## config.mk

```make
export PLATFORM = sky130hd
export DESIGN_NAME = spc_priv_cmp
export DESIGN_NICKNAME = d
export VERILOG_FILES = /design/src/core/spc_priv_cmp.sv
export SDC_FILE = /design/constraint.sdc
export NUM_CORES = 1
export LEC_CHECK = 0
export BUFFER_PORTS_ARGS = -buffer_cell sky130_fd_sc_hd__clkbuf_2
export CAP_MARGIN = 5
export CORE_AREA = 2 2 39 41
export DETAILED_ROUTE_END_ITERATION = 8
export DIE_AREA = 0 0 41 43
export GPL_TIMING_DRIVEN = 0
export SYNTH_ARGS = -nofsm -noshare
export SYNTH_HDL_FRONTEND = slang
export SYNTH_SLANG_ARGS = --single-unit
export TNS_END_PERCENT = 1
```

## constraint.sdc

```tcl
create_clock -name vclk -period 1.52
set_input_delay 0.152 -clock vclk [all_inputs]
set_output_delay 0.152 -clock vclk [all_outputs]
set_load 0.02 [all_outputs]
```

## src/core/spc_priv_cmp.sv

```systemverilog
`timescale 1ns/1ps
`default_nettype none
module spc_priv_cmp (
   input wire logic [1:0] cur_priv_level,
   input wire logic [1:0] requested_priv_level,
   input wire logic [1:0] descriptor_priv_level,
   output logic [1:0] effective_priv_level,
   output logic access_ok,
   output logic stack_ok,
   output logic same_level,
   output logic more_priv
);
   // plain unsigned two-bit compares; 0 is the most privileged
   always_comb begin
      effective_priv_level = (requested_priv_level > cur_priv_level) ?
         requested_priv_level : cur_priv_level;
      access_ok = (effective_priv_level <= descriptor_priv_level);
      stack_ok = (descriptor_priv_level == cur_priv_level) &&
         (requested_priv_level == cur_priv_level);
      same_level = (descriptor_priv_level == cur_priv_level);
      more_priv = (descriptor_priv_level < cur_priv_level);
   end
endmodule
`default_nettype wire

```

# Yosys cells after proc, flatten, opt, wreduce, memory -nomap -nowiden

Cells that the tools add are included.

Word-level logic and storage cells: 7
Memories kept: 0
Flip-flop bits (word level): 0
Latch bits: 0
ROM bits: 0
Input port bits: 6
RAM bits: 0
Output and inout bits: 6

Shift operators: 0
Divide/modulo/power cells: 0
$add $sub $neg: 0
Equal/unequal tests: 2
Reductions and logical operators: 1
Mux-type cells: 1
Magnitude comparators: 3
Multipliers: 0
Bitwise logic cells: 0

Operators with widths:

| operator                   | count |
|---|---|
| 2-bit == test              | 2 |
| 2-bit > comparator         | 1 |
| 2-bit <= comparator        | 1 |
| 2-bit less-than comparator | 1 |
| 2-bit two-way mux          | 1 |
| 1-bit logical AND          | 1 |

# Logic depth before layout (Yosys ltp)

Gate-level depths: netlist of the first run.

Depth after elaboration: 3
Gate-level depth with buffers: 8

# Least setup slack after synthesis of the first run

OpenSTA, ideal clock, no wires.

Kind: in2out
Start: in cur_priv_level[1]
End: out access_ok
Path buffers: 0
Data arrival time: 1.572 ns
Path slack: -0.204 ns
Stages: 8
Cell sequence: inv_1 ha_1 nand2b_4 o21ai_2 mux2i_1 ha_1 nor2b_1 o21ai_0

Longest elaborated chain between the ends: 3

Ends and longest elaborated chain:

| element                 | line | text |
|---|---|---|
| start: declaration      | 4    | `input wire logic [1:0] cur_priv_level,` |
| 2-bit > comparator      | 15   | `effective_priv_level = (requested_priv_level > cur_priv_level) ?` |
| 2-bit two-way mux (*)   | 15   |  |
| 2-bit <= comparator (*) | 17   | `access_ok = (effective_priv_level <= descriptor_priv_level);` |
| end: declaration        | 8    | `output logic access_ok,` |

Mark *: on every way between the ends. The rest lies on a longest branch, timed or not.

# Worst setup path after layout of the first run

Ends and elaborated chain as after synthesis.

==> flow_metrics.py, run 1 <==
metrics = {
    "outcome": {
        "status": "complete, but fails checks",
        "violations": "setup timing",
    },
    "sta": {
        "hold_viol": 0,
        "setup_viol": 1,
        "fin_tns_setup_ps": -75.6,
        "min_period_ps": 1600,
        "maxSlewViolCount": 0,
        "fin_hold_ws_ps": 704,
        "fmax_mhz": 627,
        "min_period_over_period": 1.05,
        "tightest_slew_ps": 137,
        "fin_ws_ps": -75.6,
        "slew_headroom": 0.906,
        "rsz0062_at_grt": "true",
    },
    "power": {
        "leakage_nw": 0.201,
        "peakVddDrop_uv": 113,
        "power_density_nw_per_um2": 400,
    },
    "grt": {
        "grt_usage": 0.0529,
        "grt_pass1_wl_um": 703,
        "grt_pass1_vias": 176,
        "grt_overflow_total": 0,
        "antenna_found_initial": 0,
        "grt_max_degree": 5,
    },
    "detailed_routing": {
        "vias_per_cell": 3.57,
        "routedWlPerCell_um": 8.13,
        "vias": 200,
        "drtPass1Iterations": 2,
        "wirelength_um": 455,
        "ant_nets": 0,
        "drtIter0Drc": 1,
        "drc": 0,
    },
    "yosys": {
        "synthXorXnorAreaFrac": 0,
        "syn_area_per_cell_sq_um": 8.01,
        "synthAdderAreaFrac": 0.438,
        "syn-cell-area_sq_um": 200,
        "yosysSeqAreaShare": 0,
        "syn_inst": 25,
        "synth_top_family_by_area": "adder cells",
        "synth.distinct_cells": 13,
        "yosys_warnings": 0,
        "synthMuxAreaShare": 0.125,
        "yosys.area_share.simple": 0.212,
        "synth-compound-area-share": 0.0938,
        "syn_nets": 38,
    },
    "critical_path": {
        "end_kind": "output pin",
        "cpPeakStageDelay_ps": 250,
        "worst_setup_path_start_kind": "input port",
        "crit_buf_inv": 3,
        "worstPathArrival_ps": 1440,
        "crit_path_top_delay_cell": "ha_1",
        "cp.required_ps": 1370,
        "crit_type": "in2out",
        "cp_top_family": "adder cells",
        "cp_cell_sequence": "buf_6 > inv_6 > ha_4 > nand2b_4 > o21ai_4 > mux2i_1 > ha_1 > nand2_1 > o21ai_2 > clkbuf_8",
        "crit_fanout": 3,
    },
    "min_path": {
        "hold_class": "in2out",
    },
    "die": {
        "io_pins": 12,
        "die_w_um": 41,
        "die_h_um": 43,
        "fp.dieArea_sq_um": 1760,
        "rows": 14,
        "start_util": 0.145,
        "fp.coreArea_sq_um": 1380,
    },
    "cells_and_area": {
        "antenna_cells": 0,
        "final_util": 0.266,
        "final_common_cell": "clkbuf_2",
        "clockBufferCount": 0,
        "n_sequential_cell": 0,
        "fin_nets": 55,
        "multi_input_area_sq_um": 213,
        "drive_gt1_frac": 0.650,
        "final_cells": 56,
        "regArea_sq_um": 0,
        "syn2layout_area_growth_pct": 83.8,
        "fill_cells": 158,
        "final_cell_mix": "9 x clkbuf_2, 5 x ha_1, 4 x inv_1",
    },
    "place": {
        "hpwl_um": 354,
        "post-place-ws_ps": -204,
        "routabilityCongestion": 0.637,
        "io_buffers": 12,
        "numPlacedInstances": 53,
    },
    "run": {
        "maxCapViolCount": 0,
    },
    "clocking": {
        "holdBufCountCts": 0,
    },
}
synth_stat cells:
cell      instances  area [sq um]
nand2_1           1          3.75
nand2b_4          1          13.8
ha_1              7          87.6
and2_1            1          6.26
mux2_4            1          15.0
nor2b_1           1          6.26
inv_1             7          26.3
o21ai_2           1          8.76
nor2_1            1          3.75
a21oi_1           1          5.00
and2b_2           1          8.76
o21ai_0           1          5.00
mux2i_1           1          10.0
worst paths after layout:
| path | depth (start not counted) | from | to | slack, ps |
|---|---|---|---|---|
| worst max-delay path | 10 | cur_priv_level[1] | access_ok | -80 |
| worst min-delay path | 4 | descriptor_priv_level[1] | more_priv | 700 |
repair_timing:
action                     in CTS  in global routing
pin swaps                       4                  4
resized for setup               6                  7
setup buffers                   1                  2
setup endpoints to repair       1                  1
cells by family (layout without fill, tap and decap cells):
logic type	Yosys count	after routing
adders and majority gates	7	7
and+or+nand+nor	6	6
muxes	2	2
buffers and inverters	7	22
AOI/OAI and AO/OA	3	3
power by group:
group / leakage (nW) / internal, mW / switching [mW]
logic: 0.201 / 0.0760 / 0.0711
clock network: 0 / 0 / 0
registers: 0 / 0 / 0
metrics by stage:
stage	total power, mW	instance area, sq um
after floorplan	0.0782	204
after global placement	0.109	284
after detailed placement	0.111	284
after CTS	0.127	315
after global routing	0.161	368
final	0.147	368
per-layer routing:
layer	global-route usage	routed length, um	up-vias
li1	-	-	109
met1	0.0886	185	83
met2	0.0750	227	8
met3	0.00524	43	0
met4	0	0	0
met5	0	0	-
area by class of cell:
cell class | count | area share
Tap cell | 16 | 0.0544
Inverter | 7 | 0.0850
Multi-Input combinational cell | 18 | 0.578
Timing Repair Buffer | 15 | 0.282
(Power assumes the default switching activity.)
==> inputs of run 2 (changes only) <==
==> constraint.sdc (replaced) <==
create_clock -name vclk -period 2.1
set_input_delay 0.21 -clock vclk [all_inputs]
set_output_delay 0.21 -clock vclk [all_outputs]
set_load 0.02 [all_outputs]
==> run 2 against run 1 <==
Net effect:
- the flow now finishes without violations
- highest routed layer unchanged
- non-clock buffer count decreased by 3
- total power decreased by 49%
- worst setup slack improved by 350 ps
- cell count decreased by 5.4%
- critical path type unchanged
- global-route usage decreased by 0.80 points
- clock-buffer cell count unchanged
- first-iteration DRC count increased by 100%
- hold slack improved by 97 ps
- die area unchanged
- routed wire length decreased by 24%
==> flow_metrics.py, run 2 (synthesis gave the netlist of run 1 again) <==
metrics = {
    "outcome": {
        "status": "completed",
    },
    "critical_path": {
        "cpPeakStageDelay_ps": 310,
        "crit_fanout": 3,
        "end_kind": "output pin",
        "worst_setup_path_start_kind": "input port",
        "cp.required_ps": 1890,
        "startpoint": "cur_priv_level[1]",
        "crit_type": "in2out",
        "worstPathArrival_ps": 1610,
        "cp_cell_sequence": "clkbuf_2 > inv_1 > ha_1 > nand2b_4 > o21ai_2 > mux2i_1 > ha_1 > nor2b_1 > o21ai_0 > clkbuf_2",
        "crit_path_top_delay_cell": "ha_1",
    },
    "cells_and_area": {
        "regArea_sq_um": 0,
        "drive_gt1_frac": 0.432,
        "final_cell_mix": "12 x clkbuf_2, 7 x inv_1, 7 x ha_1",
        "clockBufferCount": 0,
        "final_common_cell": "clkbuf_2",
        "n_sequential_cell": 0,
        "fin_nets": 52,
        "syn2layout_area_growth_pct": 40.0,
        "final_cells": 53,
        "antenna_cells": 0,
    },
    "run": {
        "maxCapViolCount": 0,
    },
    "grt": {
        "grt_max_degree": 5,
        "antenna_found_initial": 0,
        "grt_usage": 0.0450,
        "grt_pass1_wl_um": 600,
        "grt_pass1_vias": 167,
        "grt_overflow_total": 0,
    },
    "clocking": {
        "holdBufCountCts": 0,
        "post_cts_resized": 0,
        "cts_setup_buffers": 0,
    },
    "detailed_routing": {
        "vias": 191,
        "ant_nets": 0,
        "routedWlPerCell_um": 6.55,
        "wirelength_um": 347,
        "drc": 0,
        "vias_per_cell": 3.60,
        "drtPass1Iterations": 2,
        "drtIter0Drc": 2,
    },
    "place": {
        "routabilityCongestion": 0.578,
        "hpwl_um": 352,
        "io_buffers": 12,
        "post-place-ws_ps": 250,
        "numPlacedInstances": 53,
    },
    "sta": {
        "setup_viol": 0,
        "maxSlewViolCount": 0,
        "hold_viol": 0,
        "fin_ws_ps": 279,
        "fmax_mhz": 549,
        "min_period_ps": 1820,
        "min_period_over_period": 0.867,
        "fin_tns_setup_ps": 0,
        "rsz0062_at_grt": "false",
        "slew_headroom": 0.911,
        "tightest_slew_ps": 130,
    },
    "die": {
        "start_util": 0.145,
        "rows": 14,
        "io_pins": 12,
        "die_h_um": 43,
        "fp.coreArea_sq_um": 1380,
        "die_w_um": 41,
        "fp.dieArea_sq_um": 1760,
    },
    "min_path": {
        "hp-start": "requested_priv_level[0]",
        "hold_class": "in2out",
    },
    "power": {
        "power_density_nw_per_um2": 269,
        "leakage_nw": 0.180,
        "peakVddDrop_uv": 52.7,
    },
}
-- run 2: worst paths after layout --
kind / cells after the start / endpoint / slack (ps)
worst max-delay path: 10 / access_ok / 280
worst min-delay path: 3 / effective_priv_level[0] / 800
-- run 2: power by group --
part	total, mW	internal, mW	switching [mW]	leakage [nW]
registers	0	0	0	0
clock network	0	0	0	0
logic	0.0753	0.0343	0.0410	0.180
total	0.0753	0.0343	0.0410	0.180
-- run 2: layout make-up --
class / instances / area (sq um)
fillers: 167 / 1100
inverters: 7 / 26.3
multi-input cells: 18 / 174
well taps: 16 / 20.0
repair buffers: 12 / 60.1
-- run 2: per-layer routing --
metal | vias to the layer above | share of wire | GRT usage | wire [um]
met2 | 7 | 0.46 | 0.0813 | 160
li1 | 104 | - | - | -
met1 | 80 | 0.46 | 0.0601 | 160
met3 | 0 | 0.075 | 0 | 26
met4 | 0 | 0 | 0 | 0
met5 | - | 0 | 0 | 0
-- run 2: critical path, delay by kind of cell --
kind                     cells  cell delay, ps
buffers and inverters        3             320
AO/OA/AOI/OAI                2             210
AND/OR/NAND/NOR              2             190
multiplexers                 1             210
adder cells (fa/ha/maj)      2             470
-- run 2: through the flow --
stage / hold WS, ps / cell area (sq um) / utilization / power (mW)
floorplan: 579 / 200 / - / 0.0537
global placement: 805 / 280 / 0.203 / 0.0760
detailed placement: 805 / 280 / 0.203 / 0.0769
CTS: 806 / 280 / 0.203 / 0.0773
global route: 837 / 280 / 0.203 / 0.0852
finish: 801 / 280 / 0.203 / 0.0753
